===== src/rtl/psc_pkg.sv =====
// Package with constants and types for the passive serial configuration port.
package psc_pkg;
   // Register byte offsets.
   localparam logic [7:0] PSC_CTRL_OFFSET = 8'h00;
   localparam logic [7:0] PSC_LENGTH_OFFSET = 8'h04;
   localparam logic [7:0] PSC_STATUS_OFFSET = 8'h08;
   localparam logic [7:0] PSC_DATA_OFFSET = 8'h0c;
   // Control field positions and reset values.
   localparam int PSC_CTRL_FORCE_ERROR_BIT = 0;
   localparam logic [31:0] PSC_LENGTH_RESET = 32'h00010000;
   // Header of the stream: a sync byte, then an option byte.
   localparam logic [7:0] PSC_SYNC_BYTE = 8'h6a;
   localparam int PSC_HEADER_BITS = 16;
   localparam int PSC_OPT_STARTUP_DONE_BIT = 0;
   localparam int PSC_OPT_USER_CLOCK_BIT = 1;
   localparam int PSC_OPT_AUTO_RESTART_BIT = 2;
   // Times in their own units and the derived cycle counts at the system clock.
   localparam int PSC_CLOCK_MHZ = 250;
   localparam int PSC_POR_LONG_MS = 100;
   localparam int PSC_POR_SHORT_MS = 12;
   localparam int PSC_POR_LONG_CYCLES = PSC_CLOCK_MHZ * 1000 * PSC_POR_LONG_MS;
   localparam int PSC_POR_SHORT_CYCLES = PSC_CLOCK_MHZ * 1000 * PSC_POR_SHORT_MS;
   localparam int PSC_RESTART_US = 100;
   localparam int PSC_RESTART_CYCLES = PSC_CLOCK_MHZ * PSC_RESTART_US;
   localparam int PSC_OSC_MHZ = 10;
   localparam int PSC_OSC_DIV = PSC_CLOCK_MHZ / PSC_OSC_MHZ;
   localparam int PSC_INIT_OSC_CYCLES = 200;
   localparam int PSC_CFG_SERIAL_CLOCK_MAX_PERIOD_NS = 10;
   localparam int PSC_STARTUP_DELAY_NS = 4 * PSC_CFG_SERIAL_CLOCK_MAX_PERIOD_NS;
   localparam int PSC_STARTUP_DELAY_CYCLES = (PSC_STARTUP_DELAY_NS * PSC_CLOCK_MHZ + 999) / 1000;
   localparam int PSC_USER_CLOCK_CYCLES = 299;
   // Configuration stages.
   typedef enum logic [2:0] {
      PSC_POWER_ON,
      PSC_RESET,
      PSC_LOAD,
      PSC_ERROR,
      PSC_STARTUP_DELAY,
      PSC_INIT_OSC,
      PSC_INIT_USER,
      PSC_USER_MODE
   } psc_stage_type;
endpackage : psc_pkg


===== src/rtl/psc_top.sv =====
// Passive serial configuration port with an APB register slave.
`timescale 1ns/10ps
// How it works
// - Power-on delay 100 ms or 12 ms by select.
// - Power-on: status low, user I/O tri-stated.
// - Weak pull-ups on after power-on unless disable pin high.
// - Stay in reset while request low.
// - Request rise releases status, starts loading.
// - Sample data on serial clock rise until done.
// - Release load complete after correct data.
// - Internal oscillator clocks initialization; serial clock ignored.
// - User clock option: delay, then 299 cycles.
// - Startup complete low after option, high at end.
// - User mode drops pull-ups, drives user I/O.
// - Serial clock may stall indefinitely; device tolerates.
// - Configuration error pulls status low, resets.
// - Auto-restart releases status after 100 us.
// - Request low in user mode forces reconfiguration.
// - Finished device enables next one in chain.
// - User clock enabled four serial periods after done.
module psc_top
   import psc_pkg::*;
#(
   parameter int POR_LONG_CYCLES = PSC_POR_LONG_CYCLES,
   parameter int POR_SHORT_CYCLES = PSC_POR_SHORT_CYCLES,
   parameter int RESTART_CYCLES = PSC_RESTART_CYCLES
) (
   // System clock and reset.
   input wire logic clock,
   input wire logic reset,
   // APB slave.
   input wire logic psel,
   input wire logic penable,
   input wire logic pwrite,
   input wire logic [7:0] paddr,
   input wire logic [31:0] pwdata,
   output logic [31:0] prdata,
   output logic pready,
   output logic pslverr,
   // Configuration pins from the host.
   input wire logic config_request_n,
   input wire logic cfg_serial_clock,
   input wire logic serial_data_in,
   input wire logic user_startup_clock,
   input wire logic power_on_delay_select,
   input wire logic weak_pullup_disable_n,
   input wire logic chain_enable_n,
   // Open-drain status pins, output enable high while pulling low.
   output logic cfg_status_n_out,
   output logic cfg_status_n_oe,
   output logic load_complete_out,
   output logic load_complete_oe,
   output logic startup_complete_out,
   output logic startup_complete_oe,
   // Chain and user I/O control.
   output logic chain_enable_out_n,
   output logic user_io_enable,
   output logic weak_pullup_enable
);
   generate
      if (POR_LONG_CYCLES < 1 || POR_SHORT_CYCLES < 1 || RESTART_CYCLES < 1) begin : g_bad_count
         $error("psc_top: cycle counts must be at least one");
      end
   endgenerate

   // Two-flop synchronisers; a third stage gives the previous value of each clock pin.
   logic [6:0] sync_first;
   logic [6:0] sync_pin;
   logic serial_clock_prev;
   logic user_clock_prev;
   always_ff @(posedge clock) begin
      if (reset) begin
         sync_first <= 7'h7f;
         sync_pin <= 7'h7f;
         serial_clock_prev <= 1'b1;
         user_clock_prev <= 1'b1;
      end else begin
         sync_first <= {chain_enable_n, weak_pullup_disable_n, power_on_delay_select, user_startup_clock,
                        serial_data_in, cfg_serial_clock, config_request_n};
         sync_pin <= sync_first;
         serial_clock_prev <= sync_pin[1];
         user_clock_prev <= sync_pin[3];
      end
   end
   logic request_n_s;
   logic data_s;
   logic select_s;
   logic pullup_disable_n_s;
   logic chain_enable_n_s;
   logic serial_clock_rise;
   logic user_clock_rise;
   assign request_n_s = sync_pin[0];
   assign data_s = sync_pin[2];
   assign select_s = sync_pin[4];
   assign pullup_disable_n_s = sync_pin[5];
   assign chain_enable_n_s = sync_pin[6];
   assign serial_clock_rise = sync_pin[1] && !serial_clock_prev;
   assign user_clock_rise = sync_pin[3] && !user_clock_prev;

   // Register file state.
   logic [31:0] load_length;
   logic force_error;
   logic [31:0] next_load_length;
   logic next_force_error;
   logic [31:0] next_prdata;
   logic next_pready;
   logic next_pslverr;

   // Configuration sequencer state.
   psc_stage_type stage;
   psc_stage_type next_stage;
   logic [31:0] count;
   logic [31:0] next_count;
   logic [31:0] bit_count;
   logic [31:0] next_bit_count;
   logic [31:0] shift;
   logic [31:0] next_shift;
   logic [2:0] options;
   logic [2:0] next_options;
   logic [4:0] osc_div;
   logic [4:0] next_osc_div;
   logic [7:0] error_count;
   logic [7:0] next_error_count;
   logic next_status_oe;
   logic next_done_oe;
   logic next_startup_oe;
   logic next_chain_out_n;
   logic next_io_enable;
   logic next_pullup;

   logic apb_write;
   assign apb_write = psel && penable && pready && pwrite;

   always_comb begin
      next_stage = stage;
      next_count = count;
      next_bit_count = bit_count;
      next_shift = shift;
      next_options = options;
      next_error_count = error_count;
      next_osc_div = (osc_div == 5'(PSC_OSC_DIV - 1)) ? 5'h00 : osc_div + 5'h01;
      unique case (stage)
         PSC_POWER_ON: begin
            next_count = count + 32'h00000001;
            if (count >= (select_s ? 32'(POR_SHORT_CYCLES) : 32'(POR_LONG_CYCLES)) - 32'h00000001) begin
               next_stage = PSC_RESET;
            end
         end
         PSC_RESET: begin
            next_bit_count = 32'h00000000;
            next_options = 3'h0;
            if (request_n_s) begin
               next_stage = PSC_LOAD;
            end
         end
         PSC_LOAD: begin
            if (force_error) begin
               next_stage = PSC_ERROR;
               next_count = 32'h00000000;
               next_error_count = error_count + 8'h01;
            end else if (serial_clock_rise && !chain_enable_n_s) begin
               next_shift = {data_s, shift[31:1]};
               next_bit_count = bit_count + 32'h00000001;
               if (bit_count == 32'(PSC_HEADER_BITS / 2 - 1) && next_shift[31:24] != PSC_SYNC_BYTE) begin
                  next_stage = PSC_ERROR;
                  next_count = 32'h00000000;
                  next_error_count = error_count + 8'h01;
               end else if (bit_count == 32'(PSC_HEADER_BITS - 1)) begin
                  next_options = next_shift[26:24];
               end
               if (next_bit_count >= load_length && next_bit_count >= 32'(PSC_HEADER_BITS)) begin
                  next_count = 32'h00000000;
                  next_stage = options[PSC_OPT_USER_CLOCK_BIT] ? PSC_STARTUP_DELAY : PSC_INIT_OSC;
               end
            end
         end
         PSC_ERROR: begin
            next_count = count + 32'h00000001;
            next_bit_count = 32'h00000000;
            if (options[PSC_OPT_AUTO_RESTART_BIT] && count >= 32'(RESTART_CYCLES) - 32'h00000001) begin
               next_stage = PSC_LOAD;
               next_options = 3'h0;
            end
         end
         PSC_STARTUP_DELAY: begin
            next_count = count + 32'h00000001;
            if (count >= 32'(PSC_STARTUP_DELAY_CYCLES - 1)) begin
               next_stage = PSC_INIT_USER;
               next_count = 32'h00000000;
            end
         end
         PSC_INIT_OSC: begin
            if (osc_div == 5'h00) begin
               next_count = count + 32'h00000001;
               if (count >= 32'(PSC_INIT_OSC_CYCLES - 1)) begin
                  next_stage = PSC_USER_MODE;
               end
            end
         end
         PSC_INIT_USER: begin
            if (user_clock_rise) begin
               next_count = count + 32'h00000001;
               if (count >= 32'(PSC_USER_CLOCK_CYCLES - 1)) begin
                  next_stage = PSC_USER_MODE;
               end
            end
         end
         PSC_USER_MODE: begin
            next_count = 32'h00000000;
         end
      endcase
      if (stage != PSC_POWER_ON && !request_n_s) begin
         next_stage = PSC_RESET;
         next_count = 32'h00000000;
      end
      next_status_oe = (next_stage == PSC_POWER_ON) || (next_stage == PSC_RESET)
                       || (next_stage == PSC_ERROR);
      next_done_oe = (next_stage == PSC_POWER_ON) || (next_stage == PSC_RESET)
                     || (next_stage == PSC_LOAD) || (next_stage == PSC_ERROR);
      next_startup_oe = next_options[PSC_OPT_STARTUP_DONE_BIT] && (next_stage != PSC_USER_MODE)
                        && (next_stage != PSC_RESET) && (next_stage != PSC_POWER_ON);
      next_chain_out_n = next_done_oe;
      next_io_enable = (next_stage == PSC_USER_MODE);
      next_pullup = !pullup_disable_n_s && (next_stage != PSC_POWER_ON)
                    && (next_stage != PSC_USER_MODE);
   end

   always_ff @(posedge clock) begin
      if (reset) begin
         stage <= PSC_POWER_ON;
         count <= 32'h00000000;
         bit_count <= 32'h00000000;
         shift <= 32'h00000000;
         options <= 3'h0;
         osc_div <= 5'h00;
         error_count <= 8'h00;
         cfg_status_n_oe <= 1'b1;
         load_complete_oe <= 1'b1;
         startup_complete_oe <= 1'b0;
         chain_enable_out_n <= 1'b1;
         user_io_enable <= 1'b0;
         weak_pullup_enable <= 1'b0;
      end else begin
         stage <= next_stage;
         count <= next_count;
         bit_count <= next_bit_count;
         shift <= next_shift;
         options <= next_options;
         osc_div <= next_osc_div;
         error_count <= next_error_count;
         cfg_status_n_oe <= next_status_oe;
         load_complete_oe <= next_done_oe;
         startup_complete_oe <= next_startup_oe;
         chain_enable_out_n <= next_chain_out_n;
         user_io_enable <= next_io_enable;
         weak_pullup_enable <= next_pullup;
      end
   end

   // APB slave: one wait state, so every access completes in its second cycle.
   always_comb begin
      next_load_length = load_length;
      next_force_error = 1'b0;
      next_pready = psel && penable && !pready;
      next_prdata = 32'h00000000;
      next_pslverr = 1'b0;
      if (psel && penable && !pready) begin
         unique case (paddr)
            PSC_CTRL_OFFSET: next_prdata = 32'h00000000;
            PSC_LENGTH_OFFSET: next_prdata = load_length;
            PSC_STATUS_OFFSET: next_prdata = {13'h0000, options, error_count, 5'h00, stage};
            PSC_DATA_OFFSET: next_prdata = shift;
            default: next_pslverr = 1'b1;
         endcase
      end
      if (apb_write && paddr == PSC_CTRL_OFFSET) begin
         next_force_error = pwdata[PSC_CTRL_FORCE_ERROR_BIT];
      end
      if (apb_write && paddr == PSC_LENGTH_OFFSET) begin
         next_load_length = pwdata;
      end
   end

   always_ff @(posedge clock) begin
      if (reset) begin
         load_length <= PSC_LENGTH_RESET;
         force_error <= 1'b0;
         prdata <= 32'h00000000;
         pready <= 1'b0;
         pslverr <= 1'b0;
         cfg_status_n_out <= 1'b0;
         load_complete_out <= 1'b0;
         startup_complete_out <= 1'b0;
      end else begin
         load_length <= next_load_length;
         force_error <= next_force_error;
         prdata <= next_prdata;
         pready <= next_pready;
         pslverr <= next_pslverr;
         cfg_status_n_out <= 1'b0;
         load_complete_out <= 1'b0;
         startup_complete_out <= 1'b0;
      end
   end
endmodule : psc_top


===== config.mk =====
export PLATFORM = sky130hd
export DESIGN_NAME = psc_top
export DESIGN_NICKNAME = d
export VERILOG_FILES = /design/src/rtl/psc_pkg.sv /design/src/rtl/psc_top.sv
export SDC_FILE = /design/constraint.sdc
export NUM_CORES = 1
export LEC_CHECK = 0
export ABC_AREA = 1
export BUFFER_PORTS_ARGS = -buffer_cell sky130_fd_sc_hd__buf_2
export CORE_MARGIN = 3
export CORE_UTILIZATION = 40
export DETAILED_ROUTE_END_ITERATION = 6
export PLACE_DENSITY = 0.61
export SKIP_LAST_GASP = 1
export SLEW_MARGIN = 10
export SYNTH_ARGS = -nofsm -noshare
export SYNTH_HDL_FRONTEND = slang
export SYNTH_SLANG_ARGS = --single-unit

===== constraint.sdc =====
create_clock -name clock -period 3 [get_ports clock]
set_input_delay 0.15 -clock clock [delete_from_list [all_inputs] [get_ports clock]]
set_output_delay 0.15 -clock clock [all_outputs]
set_load 0.02 [all_outputs]

==> key figures <==
Die
  • Initial Utilization: 0.4091
  • Die W: 169.5 um
  • Die Ht: 169.5 um
  • # rows: 59
  • Boundary Pins: 95
  • Core area: approximately 26000 um2
  • Die area: between 20000 and 30000 um2

Worst setup path
  • Setup CP Type: flip-flop to flip-flop
  • CP required: around 3.5 ns
  • Worst R2R Start: bit_count[6]
  • Worst EP arrival: about 3.9 ns
  • Worst reg2reg path depth: 20
  • Worst R2R Setup Slack: -0.41 ns
  • Setup crit end kind: flip-flop
  • Element type at the critical path start: flip-flop
  • Reg-to-reg endpoint: count[5]
  • Crit-path max FO: 7

Pwr
  • Power Total: about 6 mW
  • Leakage: 6.166 nW
  • Worst vdd ir: 0.3651 mV
  • Cell Pwr Density: about 420 nW/um2

Outcome
  • Failing checks: setup timing
  • Status: finished, violations left

STA
  • Fmax: 293.5 MHz
  • Final clock period utilization by the worst path: 1.136
  • Hold_ws: 0.01841 ns
  • Setup TNS: -12.93 ns
  • RSZ-0062 raised after global routing: true
  • Endpoints failing setup: 40
  • Worst-Margin Slew: roughly 1.0 ns
  • Relative slew slack: 0.2998
  • Min Tclk post-route: 3.407 ns
  • Final Skew: 0.01077 ns
  • Final hold violations: 0
  • Final WS setup: -0.4069 ns
  • Final-report max-slew violation count: 0

Route
  • Starting DRT DRC Count: about 810
  • Wirelength per Cell: 15.16 um
  • Final ANT Viol Nets: 0
  • DRT Pass-1 Iters: 7
  • Vias: roughly 11000
  • DR DRC count: 0
  • Via-per-instance ratio: 5.048
  • Detailed Route WL: 32.94 mm

Global routing
  • First-pass GRT wire length: approximately 53 mm
  • Grt total ovfl: 0
  • Largest net degree at the start of global routing: 67
  • Initial antenna violation count: 1
  • Vias in the first global route: 10370
  • Total GRT Usage: 0.2223

Synth
  • Sequential element share of the synthesized area: 0.3801
  • Seq cells post-synth: 203
  • Most used flip-flop cell after synthesis: dfxtp_1
  • Cells after synthesis: 1551
  • Area fraction in compound gates after synthesis: 0.1352
  • Post-Synth XOR/XNOR Area: 0.03359
  • Adder-Cell Fraction of Synth Area: 0.05851
  • Mean cell area of the mapped netlist: 6.893 um2
  • Simple-gate area share of the yosys netlist: 0.2998
  • Ys async rst share: 0
  • Synth warn: 0
  • Synth Cell Area: 10690 um2
  • Library cells used by synthesis: 49
  • Largest family of logic cells by synthesized area: simple AND/OR/NAND/NOR gates
  • Mux cell area share after synthesis: 0
  • Post-synth EDFFs: 0

Layout
  • Post-route design area: 14220 um2
  • Final Core Density: 0.5441
  • Register area: 4079 um2
  • Layout Cells excl Fill: 2173
  • P&R area growth vs syn: 32.99%
  • Fraction of layout cells with a size suffix above 1: 0.2308
  • Most common cell after layout, fill and taps aside: nand2_1
  • Commonest cells after routing, fill and taps aside: nand2_1, dfxtp_1, nor2_1, inv_1, buf_4
  • Final Net Count: about 1900
  • Area occupied by multi-input gates: 6000 um2
  • Fillcell total: 2581

Placement
  • Detail Placement HPWL: 23.61 mm
  • Placed insts: between 2000 and 2500
  • Gp weighted congestion: 0.9236
  • IO buf count: 91
  • Post-DP Area: 12350 um2
  • Dpl ws: -0.4135 ns

Clock network
  • Htree depth: 1
  • Clk_lat worst skew: 0.52 ns
  • Clk sinks: 203
  • Cts bufs inserted: 25
  • Max clock buf depth: 3
  • TritonCTS clock tree: yes
  • Clock slew at reported path FFs: 0.06 ns
  • CTS Root Cell: clkbuf_16

Hold path
  • WHS Endpoint: pslverr
  • Worst Hold Depth: 5
  • Worst Hold Launch: paddr[2]
  • HP Class: primary input to flip-flop

Flow run
  • Max-cap check violation count: 0
cells in the mapped netlist (all sizes together) (2+ instances only):
cell | instances | share of area
inv | 189 | 0.067
nor3 | 47 | 0.024
nor2 | 208 | 0.075
o31ai | 3 | 0.0021
a22oi | 5 | 0.0035
xnor2 | 8 | 0.0066
nand2 | 356 | 0.13
nor3b | 3 | 0.0021
dfxtp | 203 | 0.38
ha | 50 | 0.059
buf | 9 | 0.0081
nand3 | 59 | 0.030
or2 | 17 | 0.0099
a21oi | 136 | 0.064
nand4 | 33 | 0.020
o21bai | 3 | 0.0028
clkbuf | 49 | 0.017
nor4 | 17 | 0.0099
xor2 | 33 | 0.027
a211oi | 3 | 0.0021
a31oi | 18 | 0.011
o21ai | 85 | 0.040
a21o | 2 | 0.0014
o211ai | 4 | 0.0028
how the worst max path moves through the flow:
| stage | from | cells after the start | endpoint | slack, ns |
|---|---|---|---|---|
| floorplan | bit_count[0] | 21 | count[8] | -0.008 |
| global placement | bit_count[6] | 21 | user_io_enable | -0.26 |
| detailed placement | bit_count[1] | 23 | user_io_enable | -0.41 |
| CTS | bit_count[1] | 19 | count[5] | -0.26 |
| global route | bit_count[6] | 22 | count[4] | -0.61 |
| finish | bit_count[6] | 20 | count[5] | -0.41 |
repair_timing:
action / in CTS / in global routing
pin swaps: 22 / 25
resized for setup: 54 / 52
endpoints found under the hold margin: 39 / 0
buffers inserted: 25 / 5
hold buffers: 42 / 0
gates cloned: 1 / 1
setup endpoints to repair: 41 / 45
state kept, by name, summed over array words and instances, names as in the netlist, 3 cells and up:
| register | flops |
|---|---|
| bit_count | 32 |
| count | 32 |
| load_length | 32 |
| prdata | 32 |
| shift | 32 |
| error_count | 8 |
| sync_first | 7 |
| sync_pin | 7 |
| osc_div | 5 |
| options | 3 |
| stage | 3 |
layer usage:
layer | track usage | vias up | routed length, um
li1 | - | 5562 | -
met1 | 0.3097 | 5056 | 15220
met2 | 0.3595 | 293 | 14920
met3 | 0.03098 | 59 | 1984
met4 | 0.06721 | 0 | 813
met5 | 0 | - | 0
power breakdown:
part | switching (mW) | internal, mW
Sequential | 0.0112 | 2.71
Combinational | 0.109 | 0.0928
Clock | 1.24 | 1.76
cells by family (layout without fill, tap and decap cells):
| kind of cell | count (synthesis) | in the layout |
|---|---|---|
| adder cells (fa/ha/maj) | 50 | 50 |
| flip-flops | 203 | 203 |
| buffers and inverters | 248 | 531 |
| AND/OR/NAND/NOR | 742 | 743 |
| XOR/XNOR | 41 | 41 |
| AO/OA/AOI/OAI | 266 | 266 |
| other | 1 | 4 |
cell type report:
class	count	area share
clock buffer	28	0.04620
sequential	203	0.2869
inverter	190	0.05165
multi-input combinational	1103	0.4219
antenna	1	0.0001760
timing repair buffer	296	0.1522
tap	335	0.02948
clock inverter	17	0.01144
worst max-delay path, cell delays in order, from the launching register on:
cell      delay [ns]
dfxtp_2         0.33
inv_1           0.07
nor3_2          0.26
buf_4           0.17
nand2_1         0.07
nor2_2          0.17
nand2_1         0.14
xor2_2          0.15
inv_1           0.07
ha_1            0.30
nand2_2         0.11
nor2_1          0.05
a211oi_1        0.21
o221a_2         0.27
nand4_2         0.14
nand2_2         0.14
nand3_4         0.14
nand2_8         0.19
buf_6           0.15
nand2_1         0.06
a21oi_2         0.14
(Power assumes the default switching activity.)
